===== config.mk =====
export PLATFORM = sky130hd
export DESIGN_NAME = b_side_input_range_regs
export DESIGN_NICKNAME = d
export VERILOG_FILES = /design/src/hw/b_side_input_range_regs.v /design/src/hw/range_decode.v
export VERILOG_INCLUDE_DIRS = /design/src /design/src/hw
export SDC_FILE = /design/constraint.sdc
export NUM_CORES = 1
export LEC_CHECK = 0
export BUFFER_PORTS_ARGS = -buffer_cell sky130_fd_sc_hd__buf_4
export CAP_MARGIN = 10
export CORE_MARGIN = 8
export CORE_UTILIZATION = 30
export DETAILED_ROUTE_END_ITERATION = 12
export PLACE_DENSITY_LB_ADDON = 0.05
export SLEW_MARGIN = 10
export SYNTH_ARGS = -nofsm -noshare
export SYNTH_HDL_FRONTEND = slang
export SYNTH_HIERARCHICAL = 1
export SYNTH_SLANG_ARGS = --single-unit

===== constraint.sdc =====
create_clock -name mclk -period 1.8 [get_ports mclk]
set_input_delay 0.27 -clock mclk [delete_from_list [all_inputs] [get_ports mclk]]
set_output_delay 0.27 -clock mclk [all_outputs]
set_load 0.01 [all_outputs]

===== src/hw/b_range_regs.vh =====
// Purpose: constants for the b-side input range register bank
// Assumes: included by the design files by bare name
// Notes: byte address is four times the register index
`ifndef B_RANGE_REGS_VH
`define B_RANGE_REGS_VH
`define IDX_B_LOW 8'h06
`define IDX_B_HIGH 8'h07
`define ADDR_B_LOW 8'h18
`define ADDR_B_HIGH 8'h1c
`define RANGE_RESET 16'h00ff
`define ADDR_FIELD_HI 15
`define ADDR_FIELD_LO 9
`define RSVD_BIT 8
`define CODE_10V_A 2'h0
`define CODE_2V5 2'h1
`define CODE_5V 2'h2
`define CODE_10V_B 2'h3
`define SEL_10V 3'h4
`define SEL_5V 3'h2
`define SEL_2V5 3'h1
`define RESP_OKAY 2'h0
`define RESP_SLVERR 2'h2
`define WORD_MASK 8'hfc
`define HIT_NONE 2'h0
`define HIT_LOW 2'h1
`define HIT_HIGH 2'h2
`define LOOK_HIT 32
`define LOOK_DATA 31:0
`define PAD_ZERO 16'h0000
`define WORD_RESET 32'h00000000
`define ADDR_RESET 8'h00
`define STRB_RESET 4'h0
`define BYTE_LANE0 7:0
`define BYTE_LANE1 15:8
`define FLD_LANE0 1:0
`define FLD_LANE1 3:2
`define FLD_LANE2 5:4
`define FLD_LANE3 7:6
`endif


===== src/hw/b_side_input_range_regs.v =====
// Purpose: b-side channel input range registers behind an axi4-lite slave
// Assumes: one clock, synchronous active-high reset
// Notes: each 16-bit register sits in the low half of an aligned word
//
// Implementation choice: the AXI4-Lite interface to the registers.
`timescale 1ns/10ps
`include "b_range_regs.vh"
module b_side_input_range_regs (
   // clock and reset
   input wire mclk,
   input wire sys_rst,
   // write address channel
   input wire [7:0] s_axi_awaddr,
   input wire s_axi_awvalid,
   output reg s_axi_awready,
   // write data channel
   input wire [31:0] s_axi_wdata,
   input wire [3:0] s_axi_wstrb,
   input wire s_axi_wvalid,
   output reg s_axi_wready,
   // write response channel
   output reg [1:0] s_axi_bresp,
   output reg s_axi_bvalid,
   input wire s_axi_bready,
   // read address channel
   input wire [7:0] s_axi_araddr,
   input wire s_axi_arvalid,
   output reg s_axi_arready,
   // read data channel
   output reg [31:0] s_axi_rdata,
   output reg [1:0] s_axi_rresp,
   output reg s_axi_rvalid,
   input wire s_axi_rready,
   // raw range codes, two bits per channel
   output reg [1:0] b_input_zero_ff,
   output reg [1:0] b_input_one_ff,
   output reg [1:0] b_input_two_ff,
   output reg [1:0] b_input_three_ff,
   output reg [1:0] b_input_four_ff,
   output reg [1:0] b_input_five_ff,
   output reg [1:0] b_input_six_ff,
   output reg [1:0] b_input_seven_ff,
   // one-hot range selects {10v,5v,2v5}, channel n at [3n+2:3n]
   output wire [23:0] rangeSel
);
   reg [15:0] lowReg_ff;
   reg [15:0] highReg_ff;
   reg [7:0] awAddr_ff;
   reg awHave_ff;
   reg [31:0] wData_ff;
   reg [3:0] wStrb_ff;
   reg wHave_ff;
   reg [15:0] nxt_lowReg;
   reg [15:0] nxt_highReg;
   reg wrOk;
   wire doWrite;
   wire doRead;
   wire doResp;
   wire [15:0] lowNext;
   wire [15:0] highNext;
   wire [1:0] wrHit;
   wire [1:0] rdHit;
   wire [32:0] rdLook;

   // byte-lane merge; reserved bit always kept zero
   function [15:0] merge;
      input [15:0] old;
      input [31:0] data;
      input [3:0] strb;
      reg [15:0] tmp;
      begin
         tmp = old;
         if (strb[0]) tmp[`BYTE_LANE0] = data[`BYTE_LANE0];
         if (strb[1]) tmp[`BYTE_LANE1] = data[`BYTE_LANE1];
         tmp[`RSVD_BIT] = 1'b0;
         merge = tmp;
      end
   endfunction

   // word decode: bit 0 hits the low register, bit 1 the high one
   function [1:0] regHit;
      input [7:0] addr;
      reg [7:0] aligned;
      begin
         aligned = addr & `WORD_MASK;
         case (aligned)
            `ADDR_B_LOW: regHit = `HIT_LOW;
            `ADDR_B_HIGH: regHit = `HIT_HIGH;
            default: regHit = `HIT_NONE;
         endcase
      end
   endfunction

   // read value for a decoded hit; bit 32 flags a hit
   function [32:0] lookup;
      input [1:0] hit;
      input [15:0] lowV;
      input [15:0] highV;
      begin
         case (hit)
            `HIT_LOW: lookup = {1'b1, `PAD_ZERO, lowV};
            `HIT_HIGH: lookup = {1'b1, `PAD_ZERO, highV};
            default: lookup = {1'b0, `WORD_RESET};
         endcase
      end
   endfunction

   assign wrHit = regHit(awAddr_ff);
   assign rdHit = regHit(s_axi_araddr);
   assign rdLook = lookup(rdHit, lowReg_ff, highReg_ff);
   assign doWrite = awHave_ff & wHave_ff & ~s_axi_bvalid;
   assign doResp = s_axi_bvalid & s_axi_bready;
   assign doRead = s_axi_arvalid & s_axi_arready;
   assign lowNext = merge(lowReg_ff, wData_ff, wStrb_ff);
   assign highNext = merge(highReg_ff, wData_ff, wStrb_ff);

   always @* begin
      nxt_lowReg = lowReg_ff;
      nxt_highReg = highReg_ff;
      wrOk = 1'b0;
      if (doWrite) begin
         case (wrHit)
            `HIT_LOW: begin
               nxt_lowReg = lowNext;
               wrOk = 1'b1;
            end
            `HIT_HIGH: begin
               nxt_highReg = highNext;
               wrOk = 1'b1;
            end
            default: wrOk = 1'b0;
         endcase
      end
   end

   // write address slot, held until the response is taken
   always @(posedge mclk) begin
      if (sys_rst) begin
         awHave_ff <= 1'b0;
         awAddr_ff <= `ADDR_RESET;
         s_axi_awready <= 1'b0;
      end else begin
         s_axi_awready <= ~awHave_ff & ~s_axi_awready & s_axi_awvalid;
         if (s_axi_awvalid & s_axi_awready) begin
            awHave_ff <= 1'b1;
            awAddr_ff <= s_axi_awaddr;
         end else if (doResp) begin
            awHave_ff <= 1'b0;
         end
      end
   end

   // write data slot, filled independently of the address
   always @(posedge mclk) begin
      if (sys_rst) begin
         wHave_ff <= 1'b0;
         wData_ff <= `WORD_RESET;
         wStrb_ff <= `STRB_RESET;
         s_axi_wready <= 1'b0;
      end else begin
         s_axi_wready <= ~wHave_ff & ~s_axi_wready & s_axi_wvalid;
         if (s_axi_wvalid & s_axi_wready) begin
            wHave_ff <= 1'b1;
            wData_ff <= s_axi_wdata;
            wStrb_ff <= s_axi_wstrb;
         end else if (doResp) begin
            wHave_ff <= 1'b0;
         end
      end
   end

   // write response: raised once both slots hold, dropped when taken
   always @(posedge mclk) begin
      if (sys_rst) begin
         s_axi_bvalid <= 1'b0;
         s_axi_bresp <= `RESP_OKAY;
      end else if (doWrite) begin
         s_axi_bvalid <= 1'b1;
         s_axi_bresp <= wrOk ? `RESP_OKAY : `RESP_SLVERR;
      end else if (doResp) begin
         s_axi_bvalid <= 1'b0;
      end
   end

   // register storage
   always @(posedge mclk) begin
      if (sys_rst) begin
         lowReg_ff <= `RANGE_RESET;
         highReg_ff <= `RANGE_RESET;
      end else begin
         lowReg_ff <= nxt_lowReg;
         highReg_ff <= nxt_highReg;
      end
   end

   // range code outputs, updated at the same edge as storage
   always @(posedge mclk) begin
      if (sys_rst) begin
         b_input_zero_ff <= `CODE_10V_B;
         b_input_one_ff <= `CODE_10V_B;
         b_input_two_ff <= `CODE_10V_B;
         b_input_three_ff <= `CODE_10V_B;
         b_input_four_ff <= `CODE_10V_B;
         b_input_five_ff <= `CODE_10V_B;
         b_input_six_ff <= `CODE_10V_B;
         b_input_seven_ff <= `CODE_10V_B;
      end else begin
         b_input_zero_ff <= nxt_lowReg[`FLD_LANE0];
         b_input_one_ff <= nxt_lowReg[`FLD_LANE1];
         b_input_two_ff <= nxt_lowReg[`FLD_LANE2];
         b_input_three_ff <= nxt_lowReg[`FLD_LANE3];
         b_input_four_ff <= nxt_highReg[`FLD_LANE0];
         b_input_five_ff <= nxt_highReg[`FLD_LANE1];
         b_input_six_ff <= nxt_highReg[`FLD_LANE2];
         b_input_seven_ff <= nxt_highReg[`FLD_LANE3];
      end
   end

   // read address: ready withheld while a read answer still waits
   always @(posedge mclk) begin
      if (sys_rst) begin
         s_axi_arready <= 1'b0;
      end else begin
         s_axi_arready <= s_axi_arvalid & ~s_axi_arready & ~s_axi_rvalid;
      end
   end

   // read data: answer two edges after arvalid, held until rready
   always @(posedge mclk) begin
      if (sys_rst) begin
         s_axi_rvalid <= 1'b0;
         s_axi_rdata <= `WORD_RESET;
         s_axi_rresp <= `RESP_OKAY;
      end else if (doRead) begin
         s_axi_rvalid <= 1'b1;
         s_axi_rdata <= rdLook[`LOOK_DATA];
         s_axi_rresp <= rdLook[`LOOK_HIT] ? `RESP_OKAY : `RESP_SLVERR;
      end else if (s_axi_rvalid & s_axi_rready) begin
         s_axi_rvalid <= 1'b0;
      end
   end

   // one-hot range selects, driven from registered codes
   range_decode dec0 (
      .mclk(mclk),
      .sys_rst(sys_rst),
      .code(b_input_zero_ff),
      .rangeSel_ff(rangeSel[2:0])
   );

   range_decode dec1 (
      .mclk(mclk),
      .sys_rst(sys_rst),
      .code(b_input_one_ff),
      .rangeSel_ff(rangeSel[5:3])
   );

   range_decode dec2 (
      .mclk(mclk),
      .sys_rst(sys_rst),
      .code(b_input_two_ff),
      .rangeSel_ff(rangeSel[8:6])
   );

   range_decode dec3 (
      .mclk(mclk),
      .sys_rst(sys_rst),
      .code(b_input_three_ff),
      .rangeSel_ff(rangeSel[11:9])
   );

   range_decode dec4 (
      .mclk(mclk),
      .sys_rst(sys_rst),
      .code(b_input_four_ff),
      .rangeSel_ff(rangeSel[14:12])
   );

   range_decode dec5 (
      .mclk(mclk),
      .sys_rst(sys_rst),
      .code(b_input_five_ff),
      .rangeSel_ff(rangeSel[17:15])
   );

   range_decode dec6 (
      .mclk(mclk),
      .sys_rst(sys_rst),
      .code(b_input_six_ff),
      .rangeSel_ff(rangeSel[20:18])
   );

   range_decode dec7 (
      .mclk(mclk),
      .sys_rst(sys_rst),
      .code(b_input_seven_ff),
      .rangeSel_ff(rangeSel[23:21])
   );
endmodule


===== src/hw/range_decode.v =====
// Purpose: turns one two-bit range code into a one-hot range select
// Assumes: code is a registered value from the range bank
// Notes: output is registered
`timescale 1ns/10ps
`include "b_range_regs.vh"
module range_decode (
   // clock and reset
   input wire mclk,
   input wire sys_rst,
   // code in, one-hot select out {10v,5v,2v5}
   input wire [1:0] code,
   output reg [2:0] rangeSel_ff
);
   reg [2:0] nxt_rangeSel;
   always @* begin
      case (code)
         `CODE_2V5: nxt_rangeSel = `SEL_2V5;
         `CODE_5V: nxt_rangeSel = `SEL_5V;
         `CODE_10V_A: nxt_rangeSel = `SEL_10V;
         default: nxt_rangeSel = `SEL_10V;
      endcase
   end
   always @(posedge mclk) begin
      if (sys_rst) begin
         rangeSel_ff <= `SEL_10V;
      end else begin
         rangeSel_ff <= nxt_rangeSel;
      end
   end
endmodule


==> results of run 1 <==
==> power groups by stage <==
stage / sequential, mW / clock, mW / combinational (mW)
2_1_floorplan: 2.32 / 0 / 0.144
3_3_place_gp: 2.33 / 0 / 0.231
3_5_place_dp: 2.33 / 0 / 0.232
4_1_cts: 2.28 / 2.26 / 0.232
5_1_grt: 2.28 / 2.34 / 0.257
6_report: 2.28 / 2.18 / 0.230
==> metrics by stage <==
stage / hold WS, ns / setup TNS, ns / setup WS [ns]
6_report: 0.176 / 0 / 0.159
5_1_grt: 0.173 / 0 / 0.000523
4_1_cts: 0.158 / 0 / 0.0724
3_5_place_dp: 0.433 / -0.175 / -0.0469
3_3_place_gp: 0.427 / -0.0261 / -0.00978
2_1_floorplan: 0.346 / 0 / 0.0720
==> timing repair <==
action | CTS | global route
endpoints found under the setup margin | 0 | 12
hold buffers | 0 | 0
gates resized for setup | 0 | 2
hold endpoints to repair | 0 | 0
==> state kept, by name (all words and copies together), names as in the netlist, 2 cells and up <==
| name | flops |
|---|---|
| highReg_ff | 15 |
| lowReg_ff | 15 |
| s_axi_rdata | 15 |
| wData_ff | 15 |
| awAddr_ff | 6 |
| dec0/rangeSel_ff | 3 |
| dec1/rangeSel_ff | 3 |
| dec2/rangeSel_ff | 3 |
| dec3/rangeSel_ff | 3 |
| dec4/rangeSel_ff | 3 |
| dec5/rangeSel_ff | 3 |
| dec6/rangeSel_ff | 3 |
| dec7/rangeSel_ff | 3 |
| wStrb_ff | 2 |
==> path summary, 6_finish.rpt <==
check	endpoint	slack, ns	from
worst min-delay path	wData_ff[2]	0.18	s_axi_wdata[2]
worst max-delay path	highReg_ff[13]	0.16	awAddr_ff[5]
worst min register to register	awAddr_ff[4]	0.45	awAddr_ff[4]
worst max register to register	highReg_ff[13]	0.16	awAddr_ff[5]
==> metal layers <==
layer / track usage / routed length, µm / vias to the layer above
met1: 0.138 / 4650 / 1463
met3: 0.0264 / 600 / 8
met2: 0.182 / 4820 / 69
li1: - / - / 1604
met4: 0.0487 / 107 / 0
met5: 0 / 0 / -
==> cells in the mapped netlist <==
cell | number | area share
dfxtp_1 | 101 | 0.48
buf_4 | 36 | 0.064
nor2b_1 | 1 | 0.0015
clkbuf_1 | 12 | 0.011
and3_4 | 1 | 0.0027
inv_1 | 20 | 0.018
and2_1 | 2 | 0.0030
conb_1 | 1 | 0.00088
buf_6 | 2 | 0.0053
nand2b_1 | 23 | 0.034
nand3_1 | 9 | 0.011
nor4b_1 | 4 | 0.0083
mux2i_1 | 31 | 0.073
a22oi_1 | 15 | 0.027
and3b_1 | 2 | 0.0041
and4b_1 | 1 | 0.0024
buf_2 | 7 | 0.0083
ha_1 | 20 | 0.059
nor3b_1 | 16 | 0.028
a22o_1 | 15 | 0.031
nand3_2 | 3 | 0.0071
or2_1 | 8 | 0.012
nor2_1 | 43 | 0.038
nand2_1 | 47 | 0.042
a21oi_1 | 28 | 0.033
==> worst max-delay path, stage by stage, from the launching register on <==
cell	delay, ns
dfxtp_1	0.31
nor2_1	0.12
and4b_1	0.25
and2_1	0.14
ha_1	0.22
nand3_2	0.28
mux2i_1	0.20
==> kinds of logic after synthesis <==
logic type	Yosys count	share of synthesized area
AO/OA/AOI/OAI	58	0.0906
flip-flops	101	0.477
buffers and inverters	77	0.106
adder cells (fa/ha/maj)	20	0.0590
multiplexers	31	0.0732
other	1	0.000885
AND/OR/NAND/NOR	160	0.193
==> layout make-up <==
cell class	count	area, µm²
clock inverters	3	65.1
inverters	20	75.1
clock buffers	13	280
repair buffers	108	861
well taps	180	225
fillers	1404	8440
multi-input cells	288	1860
flip-flops and latches	101	2020
==> results.toml, run 1 <==
[status]
status = "finished, final reports clean"

[drt]
drt_iter0_drc = 151
vias = 3144
wire_per_inst_um = 14.3
drc = 0
viasPerCell = 4.41
wirelength_um = 10200
ant_nets = 0
first_pass_iters = 4

[logic_synthesis]
netlist_area_um2 = 4240
syn_inst = 448
synth_seq_cells = 101
synth_cell_types = 25
yosysSeqAreaShare = 0.477
ys.warnings.count = 6
synth.avg_cell_area_um2 = 9.46

[power_and_ir_drop]
p_leak_nw = 2.44
power.clock.fraction = 0.465
switching_share = 0.204
irDropWorstVdd_v = 0.000386
internal_power_mw = 3.73
p_per_area_nw_per_um2 = 871
p_comb_frac = 0.049
power_frac_seq = 0.486
p_sw_mw = 0.957
p_total_mw = 4.69

[min_path]
min_path_type = "in2reg"
hold_depth = 3

[timing]
slew_violations = 0
rsz0062_at_grt = "no"
finalClockSkew_ns = 0.00772
min_period_ns = 1.64
fmax_ghz = 0.609
finalHoldViolations = 0
finalCritPeriodShare = 0.912
setup_viol = 0

[grt]
grt_max_degree = 50
overflow = 0
grt_usage = 0.112
grt_pass1_wl_um = 16200
grt_pass1_vias = 3116
antenna_found_initial = 0

[worst_setup_path]
start_kind = "register"
worstPathArrival_ns = 1.86
required_ns = 2.02
crit_fanout = 7
critical_path_class = "reg2reg"
cp-end-kind = "register"
r2r_cells = 6

[cts]
cts_htree_levels = 3
clk_latency_ns = 0.34
clkSlewWorstSetupHoldPaths_ns = 0.07
numCtsBuffers = 9
clock_sinks = 101
cts_tree = "yes"
post_cts.repair.setup_buffers = 0
cts.path.max_buffers = 2
cts-root-buf = "clkbuf_16"

[final_layout]
n_antenna_cell = 0
layout-area-overhead-vs-synth_pct = 27.1
final_util = 0.389
drive_above_1_share = 0.242
most-common-layout-cells = "buf_4, dfxtp_1, nand2_1"
fin_nets = 607
final_area_um2 = 5390
fin_cells = 713
final_common_cell = "buf_4"

[floorplan]
rows = 43
coreArea_um2 = 13800
die-area_um2 = 18200
ios = 140
die_x_um = 135
fp.dieH_um = 135
start_util = 0.306

[flow_run]
cap_violations = 0

[placement]
dp_cells = 697
postPlaceCellArea_um2 = 5020
dp_hpwl_um = 7370
port_buffers = 97
globalplace.congestion = 0.673
Power figures use the tool's default switching activity.
==> run 2, diff against run 1 <==
==> constraint.sdc (replaced) <==
create_clock -name mclk -period 1.7 [get_ports mclk]
set_input_delay 0.255 -clock mclk [delete_from_list [all_inputs] [get_ports mclk]]
set_output_delay 0.255 -clock mclk [all_outputs]
set_load 0.01 [all_outputs]
==> results.toml, run 2 (synthesis results as in run 1) <==
[power_and_ir_drop]
switching_share = 0.217
power.clock.fraction = 0.423
p_sw_mw = 0.999
p_per_area_nw_per_um2 = 862
p_comb_frac = 0.054
power_frac_seq = 0.523
p_leak_nw = 2.42
internal_power_mw = 3.61
irDropWorstVdd_v = 0.000465

[flow_run]
cap_violations = 0

[timing]
rsz0062_at_grt = "no"
finalCritPeriodShare = 0.933
fmax_ghz = 0.630
finalHoldViolations = 0
slew_violations = 0
setup_viol = 0
finalClockSkew_ns = 0.00775
min_period_ns = 1.59

[worst_setup_path]
worst_path_max_delay_cell = "dfxtp_1"
slowest_delay_ns = 0.31
crit_chain = "nor2_1 > and4b_2 > nor2b_2 > ha_2 > and3_4 > mux2i_1"
crit_fanout = 7
path_buf_inv = 0
start_kind = "register"
critical_path_class = "reg2reg"
worstPathArrival_ns = 1.86
required_ns = 1.98
critical_path.startpoint = "awAddr_ff[5]"
cp-end-kind = "register"
r2r_start = "awAddr_ff[5]"
cp_top_family = "simple AND/OR/NAND/NOR gates"

[final_layout]
layout-area-overhead-vs-synth_pct = 26.1
fin_nets = 609
final_util = 0.386
final_area_um2 = 5340
final_common_cell = "buf_4"
most-common-layout-cells = "buf_4, dfxtp_1, nand2_1"
drive_above_1_share = 0.245
fillCellCount = 1420
n_antenna_cell = 0

[cts]
cts_tree = "yes"
cts_hold_buf = 0
clock_sinks = 101
clk_latency_ns = 0.35
cts.path.max_buffers = 2
clkSlewWorstSetupHoldPaths_ns = 0.07
cts-root-buf = "clkbuf_16"
cts_htree_levels = 3
numCtsBuffers = 9

[floorplan]
die-area_um2 = 18200
rows = 43
die_x_um = 135
start_util = 0.306
ios = 140
fp.dieH_um = 135
coreArea_um2 = 13800

[placement]
port_buffers = 97
dp_hpwl_um = 7440
globalplace.congestion = 0.645
postPlaceCellArea_um2 = 5040

[drt]
ant_nets = 0
vias = 3124
drt_iter0_drc = 126
wirelength_um = 10100
wire_per_inst_um = 14.2
viasPerCell = 4.38
first_pass_iters = 6
drc = 0

[grt]
grt_max_degree = 45
grt_pass1_wl_um = 16400
overflow = 0
antenna_found_initial = 0
grt_usage = 0.115
grt_pass1_vias = 3165

[status]
status = "finished, final reports clean"

[min_path]
min_path_type = "in2reg"
worstHoldStart = "s_axi_wstrb[0]"
[run 2: per-layer routing]
metal,GRT usage,vias up,part of all wire
met2,0.184,75,0.47
met3,0.0390,13,0.069
met4,0.0543,0,0.018
met5,0,-,0
li1,-,1604,-
met1,0.136,1432,0.44
[run 2: layout make-up]
type,instances,area (µm²),area share
Multi-Input combinational cell,288,1880,0.352
Clock buffer,14,274,0.0513
Inverter,20,75.1,0.0140
Sequential cell,101,2020,0.378
Clock inverter,1,5.00,0.000937
Timing Repair Buffer,110,863,0.162
Tap cell,180,225,0.0421
[run 2: through the flow]
stage	hold WS [ns]	power, mW	std cells	worst slack (ns)	TNS [ns]
global placement	0.441	2.71	699	-0.0742	-0.939
CTS	0.140	4.70	714	0.0166	0
finish	0.151	4.61	714	0.113	0
global route	0.148	4.84	714	0.00178	0
floorplan	0.331	2.62	466	0.0115	0
detailed placement	0.446	2.72	699	-0.108	-1.43
[run 2: power by group through the flow]
stage / clock network (mW) / registers, mW / logic, mW
floorplan: 0 / 2.46 / 0.154
global placement: 0 / 2.46 / 0.250
detailed placement: 0 / 2.46 / 0.253
CTS: 2.04 / 2.41 / 0.253
global route: 2.15 / 2.41 / 0.279
finish: 1.95 / 2.41 / 0.249
[run 2: worst min-delay path, stage by stage]
cell	delay, ns
buf_4	0.11
nand2_1	0.05
a21oi_1	0.05
[run 2: worst paths after layout]
path	slack (ns)	cells after the start	endpoint
setup / recovery	0.11	6	lowReg_ff[12]
hold / removal	0.15	3	wStrb_ff[0]
setup reg to reg	0.11	6	lowReg_ff[12]
hold reg to reg	0.45	1	s_axi_wready
[run 2: timing repair]
action | CTS | global route
setup buffers | 0 | 0
gates resized for setup | 0 | 6
setup endpoints to repair | 0 | 28
